### src/logic/ddms_regs.svh
// Purpose: Register offsets, field positions, reset values and timing counts
// Assumes: 250 MHz system clock, AXI4-Lite byte addresses
// Notes:   Definitions only
`ifndef DDMS_REGS_SVH
`define DDMS_REGS_SVH

`define DDMS_CLK_MHZ          250
`define DDMS_RUN_LIMIT_S      65
`define DDMS_BLOCK_LIMIT_S    5
`define DDMS_DWELL_MIN_S      12
`define DDMS_SLOW_DEC_MIN     500
`define DDMS_SLOW_ACC         1500
`define DDMS_CYC_PER_S        (64'(`DDMS_CLK_MHZ) * 1000000)
`define DDMS_RUN_CYC          (`DDMS_RUN_LIMIT_S * `DDMS_CYC_PER_S)
`define DDMS_BLOCK_CYC        (`DDMS_BLOCK_LIMIT_S * `DDMS_CYC_PER_S)
`define DDMS_DWELL_CYC        (`DDMS_DWELL_MIN_S * `DDMS_CYC_PER_S)

`define DDMS_OFS_CTRL         12'h000
`define DDMS_OFS_STATUS       12'h004
`define DDMS_OFS_ALT_FORCE    12'h008
`define DDMS_OFS_ALT_ENERGY   12'h00C
`define DDMS_OFS_ALT_SPEED    12'h010
`define DDMS_OFS_NRM_FORCE    12'h014
`define DDMS_OFS_NRM_ENERGY   12'h018
`define DDMS_OFS_NRM_SPEED    12'h01C
`define DDMS_OFS_INI_FORCE    12'h020
`define DDMS_OFS_INI_ENERGY   12'h024
`define DDMS_OFS_INI_SPEED    12'h028
`define DDMS_OFS_SLOW_SPEED   12'h02C
`define DDMS_OFS_RAMP         12'h030
`define DDMS_OFS_INI_SPD_CLS  12'h034
`define DDMS_OFS_TOLERANCE    12'h038

`define DDMS_CTRL_SEL_LSB     0
`define DDMS_CTRL_ACK_BIT     2
`define DDMS_CTRL_RST         32'h0000_0000
`define DDMS_PAR_RST          32'h0000_0000
`define DDMS_RAMP_RST         32'h0000_01F4
`define DDMS_SEG_OVERLOAD     4'h4
`define DDMS_SEG_BLANK        4'hF

`endif

### src/logic/ddms_pkg.sv
// Purpose: Types for the door drive mode supervisor
// Assumes: Included header holds the numbers
// Notes:   Types only
package ddms_pkg;
  typedef enum logic [3:0] {
    DDMS_ST_INITIAL = 4'b0001,
    DDMS_ST_NORMAL  = 4'b0010,
    DDMS_ST_BRAKE   = 4'b0100,
    DDMS_ST_FAULT   = 4'b1000
  } ddms_state_t;

  typedef enum logic [1:0] {
    DDMS_IN_END_SENSOR   = 2'b00,
    DDMS_IN_LIGHT_CURTN  = 2'b01,
    DDMS_IN_LIGHT_BARR   = 2'b10,
    DDMS_IN_PRESS_EDGE   = 2'b11
  } ddms_insel_t;

  typedef struct packed {
    logic open;
    logic close;
    logic learn;
    logic alt_profile;
    logic slow;
    logic end_sensor;
  } ddms_order_t;

  typedef struct packed {
    logic [31:0] force_limit;
    logic [31:0] energy_limit;
    logic [31:0] speed;
    logic [31:0] accel;
    logic        brake;
  } ddms_profile_t;
endpackage

### src/logic/ddms_supervisor.sv
// Purpose: Mode, profile and overload supervision of a sliding-door drive
// Assumes: Motor state inputs synchronous to clk_i; AXI4-Lite register access
// Notes:   Long timer counts are parameters so a bench can shorten them
// How it works
// - Two profiles, alternate with own limits
// - Alternate only with order in normal mode
// - Profile change in travel brakes, then resumes
// - Initial and learn use own limits
// - Slow only with order in normal mode
// - Slow entry decelerates, at least 500
// - Slow exit accelerates at 1500
// - Initial and learn speed ignore slow
// - Sensor, order and blocking enter normal
// - Local input has one function only
// - Image sensor valid only in operation
// - Restart enters initial until both stops
// - Initial speed from per-direction parameters
// - Initial force limit includes friction
// - End-stop tolerance from its parameter
// - Overload shows code 4 on display
// - Short dwell lengthens hold-open time
// - Long one-way travel faults until reset, acknowledge raises restart
// - Long block reduces current until motion
//
// The address map and register access over AXI4-Lite were chosen for this implementation.
`timescale 1ns/1ps
`include "ddms_regs.svh"

module ddms_supervisor #(
  parameter longint RUN_CYC   = `DDMS_RUN_CYC,
  parameter longint BLOCK_CYC = `DDMS_BLOCK_CYC,
  parameter longint DWELL_CYC = `DDMS_DWELL_CYC
) (
  input  wire logic                   clk_i,
  input  wire logic                   srst_i,
  input  wire logic                   ce_i,
  input  wire ddms_pkg::ddms_order_t  image_order_i,
  input  wire ddms_pkg::ddms_order_t  dig_order_i,
  input  wire logic                   use_image_i,
  input  wire logic                   in_operation_i,
  input  wire logic                   local_input_i,
  input  wire logic                   moving_i,
  input  wire logic                   standstill_i,
  input  wire logic                   blocked_i,
  input  wire logic                   in_obstr_area_i,
  input  wire logic                   motion_fwd_i,
  input  wire logic                   friction_i,
  input  wire logic [31:0]            friction_force_i,
  input  wire logic                   at_open_stop_i,
  input  wire logic                   at_close_stop_i,
  input  wire logic                   in_open_tol_i,
  input  wire logic                   in_close_tol_i,
  input  wire logic [11:0]            awaddr,
  input  wire logic                   awvalid,
  output logic                        awready,
  input  wire logic [31:0]            wdata,
  input  wire logic [3:0]             wstrb,
  input  wire logic                   wvalid,
  output logic                        wready,
  output logic [1:0]                  bresp,
  output logic                        bvalid,
  input  wire logic                   bready,
  input  wire logic [11:0]            araddr,
  input  wire logic                   arvalid,
  output logic                        arready,
  output logic [31:0]                 rdata,
  output logic [1:0]                  rresp,
  output logic                        rvalid,
  input  wire logic                   rready,
  output ddms_pkg::ddms_profile_t     profile_o,
  output logic [31:0]                 tolerance_o,
  output logic                        drive_enable_o,
  output logic                        current_nominal_o,
  output logic                        hold_extend_o,
  output logic                        restart_o,
  output logic [3:0]                  seg_code_o,
  output logic                        light_curtain_o,
  output logic                        light_barrier_o,
  output logic                        press_edge_o,
  output logic [1:0]                  state_o
);
  import ddms_pkg::*;

  ddms_state_t   state_r;
  ddms_order_t   ord;
  ddms_insel_t   insel_r;
  logic [31:0]   par_r [0:12];
  logic          alt_r, slow_r, ack_r;
  logic          open_ok_r, close_ok_r;
  logic          run_flt_r, blk_flt_r, dwell_flt_r;
  logic [39:0]   run_cnt_r, blk_cnt_r, dwell_cnt_r;
  logic          dir_r;
  logic          sensor;
  logic          want_alt, want_slow;
  logic          aw_got_r, w_got_r;
  logic [11:0]   aw_addr_r;
  logic [31:0]   w_data_r;
  logic [3:0]    w_strb_r;
  logic [3:0]    widx, ridx;
  logic          wmap, rmap;

  ////////////////////////////////////////////////////////////////////////////
  // Order selection and sensor routing

  always_comb begin
    ord = use_image_i ? image_order_i : dig_order_i;
    if (ord.open) begin
      ord.close = 1'b0;
    end
  end

  always_comb begin
    sensor = 1'b0;
    if (insel_r == DDMS_IN_END_SENSOR) begin
      sensor = local_input_i;
    end
    if (use_image_i && in_operation_i && image_order_i.end_sensor) begin
      sensor = 1'b1;
    end
  end

  assign light_curtain_o = (insel_r == DDMS_IN_LIGHT_CURTN) && local_input_i;
  assign light_barrier_o = (insel_r == DDMS_IN_LIGHT_BARR) && local_input_i;
  assign press_edge_o    = (insel_r == DDMS_IN_PRESS_EDGE) && local_input_i;

  assign want_alt  = ord.alt_profile && (ord.open || ord.close);
  assign want_slow = ord.slow && (ord.open || ord.close);

  ////////////////////////////////////////////////////////////////////////////
  // Mode state machine

  always_ff @(posedge clk_i) begin
    if (srst_i) begin
      state_r    <= DDMS_ST_INITIAL;
      open_ok_r  <= 1'b0;
      close_ok_r <= 1'b0;
    end else if (ce_i) begin
      case (state_r)
        DDMS_ST_INITIAL: begin
          if (at_open_stop_i && in_open_tol_i) begin
            open_ok_r <= 1'b1;
          end
          if (at_close_stop_i && in_close_tol_i) begin
            close_ok_r <= 1'b1;
          end
          if (sensor && (ord.open || ord.close) && blocked_i) begin
            state_r <= DDMS_ST_NORMAL;
          end else if (open_ok_r && close_ok_r) begin
            state_r <= DDMS_ST_NORMAL;
          end
        end
        DDMS_ST_NORMAL: begin
          if (moving_i && (want_alt != alt_r)) begin
            state_r <= DDMS_ST_BRAKE;
          end
        end
        DDMS_ST_BRAKE: begin
          if (standstill_i) begin
            state_r <= DDMS_ST_NORMAL;
          end
        end
        DDMS_ST_FAULT: begin
          state_r <= DDMS_ST_FAULT;
        end
        default: begin
          state_r <= DDMS_ST_INITIAL;
        end
      endcase
      if (run_flt_r) begin
        state_r <= DDMS_ST_FAULT;
      end
    end
  end

  always_ff @(posedge clk_i) begin
    if (srst_i) begin
      alt_r  <= 1'b0;
      slow_r <= 1'b0;
    end else if (ce_i) begin
      if (state_r != DDMS_ST_NORMAL) begin
        slow_r <= 1'b0;
        if (state_r != DDMS_ST_BRAKE) begin
          alt_r <= 1'b0;
        end else if (standstill_i) begin
          alt_r <= want_alt;
        end
      end else begin
        slow_r <= want_slow;
        if (!moving_i) begin
          alt_r <= want_alt;
        end
      end
    end
  end

  ////////////////////////////////////////////////////////////////////////////
  // Overload timers

  always_ff @(posedge clk_i) begin
    if (srst_i) begin
      run_cnt_r <= '0;
      run_flt_r <= 1'b0;
      dir_r     <= 1'b0;
    end else if (ce_i) begin
      dir_r <= ord.open;
      if (!moving_i || (dir_r != ord.open)) begin
        run_cnt_r <= '0;
      end else if (run_cnt_r < 40'(RUN_CYC)) begin
        run_cnt_r <= run_cnt_r + 40'd1;
      end else begin
        run_flt_r <= 1'b1;
      end
    end
  end

  assign restart_o = run_flt_r && ack_r;

  always_ff @(posedge clk_i) begin
    if (srst_i) begin
      blk_cnt_r <= '0;
      blk_flt_r <= 1'b0;
    end else if (ce_i) begin
      if (motion_fwd_i) begin
        blk_cnt_r <= '0;
        blk_flt_r <= 1'b0;
      end else if (blocked_i && !in_obstr_area_i) begin
        if (blk_cnt_r < 40'(BLOCK_CYC)) begin
          blk_cnt_r <= blk_cnt_r + 40'd1;
        end else begin
          blk_flt_r <= 1'b1;
        end
      end else begin
        blk_cnt_r <= '0;
      end
    end
  end

  always_ff @(posedge clk_i) begin
    if (srst_i) begin
      dwell_cnt_r <= '0;
      dwell_flt_r <= 1'b0;
    end else if (ce_i) begin
      if (at_open_stop_i || at_close_stop_i) begin
        if (dwell_cnt_r < 40'(DWELL_CYC)) begin
          dwell_cnt_r <= dwell_cnt_r + 40'd1;
        end
      end else if (moving_i && dwell_cnt_r != '0) begin
        dwell_flt_r <= (dwell_cnt_r < 40'(DWELL_CYC));
        dwell_cnt_r <= '0;
      end
    end
  end

  assign hold_extend_o     = dwell_flt_r;
  assign current_nominal_o = blk_flt_r;
  assign drive_enable_o    = (state_r != DDMS_ST_FAULT) && !run_flt_r;
  assign seg_code_o = (run_flt_r || blk_flt_r || dwell_flt_r) ? `DDMS_SEG_OVERLOAD
                                                             : `DDMS_SEG_BLANK;
  assign state_o = (state_r == DDMS_ST_INITIAL) ? 2'd0 :
                   (state_r == DDMS_ST_NORMAL)  ? 2'd1 :
                   (state_r == DDMS_ST_BRAKE)   ? 2'd2 : 2'd3;
  assign tolerance_o = par_r[12];

  ////////////////////////////////////////////////////////////////////////////
  // Profile output

  always_ff @(posedge clk_i) begin
    if (srst_i) begin
      profile_o <= '0;
    end else if (ce_i) begin
      profile_o.brake <= (state_r == DDMS_ST_BRAKE);
      if (state_r == DDMS_ST_INITIAL || ord.learn) begin
        profile_o.force_limit  <= par_r[6] + (friction_i ? friction_force_i : 32'h0000_0000);
        profile_o.energy_limit <= par_r[7];
        profile_o.speed        <= ord.open ? par_r[8] : par_r[11];
        profile_o.accel        <= par_r[10];
      end else begin
        profile_o.force_limit  <= alt_r ? par_r[0] : par_r[3];
        profile_o.energy_limit <= alt_r ? par_r[1] : par_r[4];
        profile_o.speed        <= slow_r ? par_r[9] : (alt_r ? par_r[2] : par_r[5]);
        if (slow_r) begin
          profile_o.accel <= (par_r[10] < 32'(`DDMS_SLOW_DEC_MIN)) ?
                             32'(`DDMS_SLOW_DEC_MIN) : par_r[10];
        end else begin
          profile_o.accel <= 32'(`DDMS_SLOW_ACC);
        end
      end
    end
  end

  ////////////////////////////////////////////////////////////////////////////
  // AXI4-Lite slave

  assign awready = !aw_got_r && !bvalid;
  assign wready  = !w_got_r && !bvalid;
  assign arready = !rvalid;
  assign widx = aw_addr_r[5:2];
  assign ridx = araddr[5:2];
  assign wmap = (aw_addr_r[11:6] == 6'h00) && (aw_addr_r[5:2] <= 4'd14) &&
                (aw_addr_r[1:0] == 2'b00);
  assign rmap = (araddr[11:6] == 6'h00) && (araddr[5:2] <= 4'd14) &&
                (araddr[1:0] == 2'b00);

  always_ff @(posedge clk_i) begin
    if (srst_i) begin
      aw_got_r  <= 1'b0;
      w_got_r   <= 1'b0;
      aw_addr_r <= '0;
      w_data_r  <= '0;
      w_strb_r  <= '0;
      bvalid    <= 1'b0;
      bresp     <= 2'b00;
    end else if (ce_i) begin
      if (awvalid && awready) begin
        aw_got_r  <= 1'b1;
        aw_addr_r <= awaddr;
      end
      if (wvalid && wready) begin
        w_got_r  <= 1'b1;
        w_data_r <= wdata;
        w_strb_r <= wstrb;
      end
      if (aw_got_r && w_got_r && !bvalid) begin
        bvalid   <= 1'b1;
        bresp    <= wmap ? 2'b00 : 2'b10;
        aw_got_r <= 1'b0;
        w_got_r  <= 1'b0;
      end
      if (bvalid && bready) begin
        bvalid <= 1'b0;
      end
    end
  end

  always_ff @(posedge clk_i) begin
    if (srst_i) begin
      insel_r <= DDMS_IN_END_SENSOR;
      ack_r   <= 1'b0;
      for (int i = 0; i < 13; i++) begin
        par_r[i] <= `DDMS_PAR_RST;
      end
      par_r[10] <= `DDMS_RAMP_RST;
    end else if (ce_i) begin
      ack_r <= 1'b0;
      if (aw_got_r && w_got_r && !bvalid && wmap) begin
        if (widx == 4'd0) begin
          if (w_strb_r[0]) begin
            insel_r <= ddms_insel_t'(w_data_r[1:0]);
            ack_r   <= w_data_r[`DDMS_CTRL_ACK_BIT];
          end
        end else if (widx >= 4'd2) begin
          for (int b = 0; b < 4; b++) begin
            if (w_strb_r[b]) begin
              par_r[widx - 4'd2][b*8 +: 8] <= w_data_r[b*8 +: 8];
            end
          end
        end
      end
    end
  end

  always_ff @(posedge clk_i) begin
    if (srst_i) begin
      rvalid <= 1'b0;
      rdata  <= '0;
      rresp  <= 2'b00;
    end else if (ce_i) begin
      if (arvalid && arready) begin
        rvalid <= 1'b1;
        rresp  <= rmap ? 2'b00 : 2'b10;
        if (!rmap) begin
          rdata <= '0;
        end else if (ridx == 4'd0) begin
          rdata <= {30'h0, insel_r};
        end else if (ridx == 4'd1) begin
          rdata <= {16'h0000, seg_code_o, run_flt_r, blk_flt_r, dwell_flt_r, alt_r,
                    slow_r, open_ok_r, close_ok_r, sensor, state_r};
        end else begin
          rdata <= par_r[ridx - 4'd2];
        end
      end else if (rvalid && rready) begin
        rvalid <= 1'b0;
      end
    end
  end

  ////////////////////////////////////////////////////////////////////////////
  // Checks

  a_initial_after_reset: assert property (@(posedge clk_i)
    $past(srst_i) |-> state_r == DDMS_ST_INITIAL) else $error("Not initial after reset");
  a_alt_needs_normal: assert property (@(posedge clk_i) disable iff (srst_i)
    alt_r |-> $past(state_r) != DDMS_ST_INITIAL) else $error("Alt profile outside normal");
  a_slow_needs_normal: assert property (@(posedge clk_i) disable iff (srst_i)
    $rose(slow_r) |-> $past(state_r == DDMS_ST_NORMAL && want_slow)) else $error("Slow no order");
  a_brake_on_change: assert property (@(posedge clk_i) disable iff (srst_i)
    ce_i && state_r == DDMS_ST_NORMAL && moving_i && want_alt != alt_r && !run_flt_r
    |=> state_r == DDMS_ST_BRAKE) else $error("No brake on profile change");
  a_slow_dec_min: assert property (@(posedge clk_i) disable iff (srst_i)
    $past(ce_i && slow_r && state_r == DDMS_ST_NORMAL && !ord.learn)
    |-> profile_o.accel >= 32'd500) else $error("Slow decel too low");
  a_seg_overload: assert property (@(posedge clk_i) disable iff (srst_i)
    (run_flt_r || blk_flt_r) |-> seg_code_o == 4'h4) else $error("Overload code missing");
  a_fault_stops: assert property (@(posedge clk_i) disable iff (srst_i)
    $rose(run_flt_r) |-> !drive_enable_o ##1 !drive_enable_o) else $error("Drive on in fault");
  a_block_clear: assert property (@(posedge clk_i) disable iff (srst_i)
    ce_i && motion_fwd_i |=> !current_nominal_o) else $error("Current not restored");
endmodule

### config.mk
export PLATFORM = sky130hd
export DESIGN_NAME = ddms_supervisor
export DESIGN_NICKNAME = d
export VERILOG_FILES = /design/src/logic/ddms_pkg.sv /design/src/logic/ddms_supervisor.sv
export VERILOG_INCLUDE_DIRS = /design/src /design/src/logic
export SDC_FILE = /design/constraint.sdc
export NUM_CORES = 2
export LEC_CHECK = 0
export BUFFER_PORTS_ARGS = -buffer_cell sky130_fd_sc_hd__buf_2
export CAP_MARGIN = 10
export CORE_AREA = 5 5 308 310
export CTS_BUF_LIST = sky130_fd_sc_hd__clkbuf_8
export CTS_CLUSTER_DIAMETER = 100
export CTS_CLUSTER_SIZE = 28
export DETAILED_ROUTE_END_ITERATION = 10
export DIE_AREA = 0 0 313 315
export PLACE_DENSITY_LB_ADDON = 0.12
export SYNTH_ARGS = -nofsm -noshare
export SYNTH_HDL_FRONTEND = slang
export SYNTH_SLANG_ARGS = --single-unit
export TNS_END_PERCENT = 20
### constraint.sdc
create_clock -name clk_i -period 3.8 [get_ports clk_i]
set_clock_uncertainty 0.1 [all_clocks]
set_input_delay 0.57 -clock clk_i [delete_from_list [all_inputs] [get_ports clk_i]]
set_output_delay 0.57 -clock clk_i [all_outputs]
set_load 0.01 [all_outputs]
==> results.md <==
* Fin nets at 4070
* Root buffer cell: clkbuf_8
* Placement row count at 111
* Static Leak at 17.0 nW
* Die Area at 98600 µm²
* Setup-failing EPs final at 0
* CP Cell Sequence: ha_1 -> o211ai_1 -> o22ai_1 -> a22oi_1 -> a2111oi_0 -> o2111ai_1 -> o31a_1 -> xor2_1 -> o221ai_1
* Max-Cap Viols at 0
* Post-DP HPWL at 97.5 mm
* Final Cell Area at 45700 µm²
* Slew margin rel. at 27.5%
* Final ANT Viol Nets at 0
* Ports at 340
* Synthesized area at 40900 µm²
* Vias at 29838
* Post-route clock period utilization at 86.4%
* WS Path Type: reg2reg
* Yosys synthesis warning count at 0
* Initial antenna violation count at 13
* DR iter-0 viols at 2806
* F_max at 305 MHz
* Synth Area per Inst at 11.4 µm²
* Total CTS buffers at 38
* Fraction of layout instances using a drive strength above 1 at 19.4%
* Clk Latency, worst-skew pair at 0.70 ns
* Top-count cell post-synth: edfxtp_1
* Fin. max-slew vios at 0
* Area growth, synth to finish at 11.7%
* Worst-Margin Slew at 1.09 ns
* H-tree levels at 2
* Main flop type after synthesis: edfxtp_1
* CP max-delay cell: a2111oi_0
* Max Buffers Root-to-Sink at 3
* Die Wd at 313 µm
* CTS sink cnt at 862
* Largest cells by area after synthesis: edfxtp_1, dfxtp_1, mux4_2
* Post-synthesis sequential area ratio at 54.7%
* First-pass GRT wire length at 196 mm
* Number of global-route vias before repair at 28295
* CTS tree: yes
* DRT Pass-1 Iters at 7
* RSZ-0062 raised after global routing: no
* Core area at 91400 µm²
* Number of enable flip-flop cells after synthesis at 512
* Global placer's final weighted congestion at 0.907
* Worst Path Required at 4.29 ns
* Crit path launch type: flip-flop
* I/O Buffers at 335
* Synth top area share at 37.5%
* Async set-or-reset flop fraction in the synthesized netlist at 0%
* Endpoints failing hold at 0
* Yosys reg bits at 862
* Pwr dens at 372 nW/µm²
* Cell count after synthesis at 3590
* DR DRC count at 0
* Global route overflow at 0
* Total track usage at 26.5%
* Synth area leader: edfxtp_1
* Placed standard-cell area at 44400 µm²
* Final setup TNS at 0 ns
* HP Class: in2reg
* CP endpoint kind: flip-flop
* List of most frequent post-synthesis cells: edfxtp_1, and2_1, nor2_1, dfxtp_1, nand2_1
* Starting Density at 44.8%
* Vias per std cell at 5.81
* Fin crit period at 3.28 ns
* CP arrival at 3.77 ns
* Routed WL per cell at 26.2 µm
* Final wirelength at 134 mm
* Die height at 315 µm
* Peak VDD IR at 0.219 mV
* Clk pin slew, worst setup/hold paths at 0.17 ns
* Run status: finished clean
* Peak per-stage delay on the critical path at 0.66 ns
* Total power at 17.0 mW
* Final core occ at 50.0%
* Netlist cell types at 82
* Critical Path Fanout Max at 6
* Largest net degree at the start of global routing at 137
## cells by family (layout without fill, tap and decap cells)
family,after synthesis,after routing,share of synthesized area [%]
adders and majority gates,38,38,1.18
muxes,344,344,13.3
and+or+nand+nor,1475,1475,18.4
AOI/OAI and AO/OA,490,490,7.57
buffers and inverters,274,620,2.60
xor gates and xnor gates,105,105,2.25
DFF,862,862,54.7
other,2,16,0.0183
## stage by stage
stage,setup slack [ns],hold slack [ns],cells
after floorplan,-0.0616,0.308,3591
after global placement,0.134,0.316,5004
after global routing,0.352,0.0449,5125
final,0.516,0.0686,5136
after CTS,0.570,0.0144,5123
after detailed placement,0.162,0.321,5004
## repair_timing
action	4_1_cts	5_1_grt
gates resized for setup	0	0
buffers inserted	0	0
hold endpoints to repair	49	0
hold buffers	49	0
## critical path, delay by kind of cell (launching register included)
kind | cells | cell delay, ns
flip-flops | 1 | 0.49
AO/OA/AOI/OAI | 7 | 2.02
adder cells (fa/ha/maj) | 1 | 0.42
XOR/XNOR | 1 | 0.14
## flip-flops by register name (all words and copies together), names as in the netlist, 2 cells and up
signal       count
run_cnt_r       40
insel_r          2
blk_cnt_r       40
w_data_r        32
dwell_cnt_r     40
w_strb_r         4
aw_addr_r       12
profile_o      129
par_r          512
state_r          4
rdata           32
## report_power, final
| group | total, mW | switching (mW) | internal [mW] | leakage [nW] |
|---|---|---|---|---|
| Clock | 4.13 | 2.94 | 1.19 | 0.464 |
| Combinational | 2.35 | 1.43 | 0.920 | 8.64 |
| Sequential | 10.5 | 0.344 | 10.2 | 7.91 |
## layout by cell type (no fill, tap or decap), types with 57 or more instances in the layout
master | netlist | layout
a211oi_1 | 81 | 81
a21oi_1 | 167 | 167
and2_1 | 457 | 457
buf_2 | 8 | 331
buf_4 | 5 | 107
dfxtp_1 | 350 | 348
edfxtp_1 | 512 | 512
inv_1 | 43 | 63
mux2i_1 | 182 | 181
mux4_2 | 160 | 160
nand2_1 | 248 | 248
nand3_1 | 60 | 59
nor2_1 | 417 | 416
nor3_1 | 57 | 57
o21ai_0 | 101 | 101
xor2_1 | 62 | 61
## final timing paths
| path | end | depth (start not counted) | from | slack (ns) |
|---|---|---|---|---|
| max | profile_o[127]$_SDFFE_PP0P_ | 9 | par_r[6][4]$_SDFFCE_PN0P_ | 0.52 |
| min | close_ok_r$_SDFFE_PP0P_ | 3 | in_close_tol_i | 0.07 |
| max reg2reg | profile_o[127]$_SDFFE_PP0P_ | 9 | par_r[6][4]$_SDFFCE_PN0P_ | 0.52 |
| min reg2reg | dwell_cnt_r[38]$_SDFFE_PP0P_ | 2 | dwell_cnt_r[38]$_SDFFE_PP0P_ | 0.34 |
## cell type report
type                            count  area, µm²
Antenna cell                       13       32.5
Clock buffer                       41        564
Clock inverter                     29        201
Fill cell                        8352      45700
Inverter                           44        168
Multi-Input combinational cell   2455      17600
Sequential cell                   862      22400
Tap cell                         1186       1480
Timing Repair Buffer              506       3300
## metal layers
layer	GRT usage (%)	share of wire, %	vias to the layer above
li1	-	-	13580
met1	38.0	44	15091
met2	42.8	46	1057
met5	0	0.0067	-
met4	4.44	1.7	2
met3	5.27	8.6	108
Note: power is estimated with default switching activity, not from simulation.
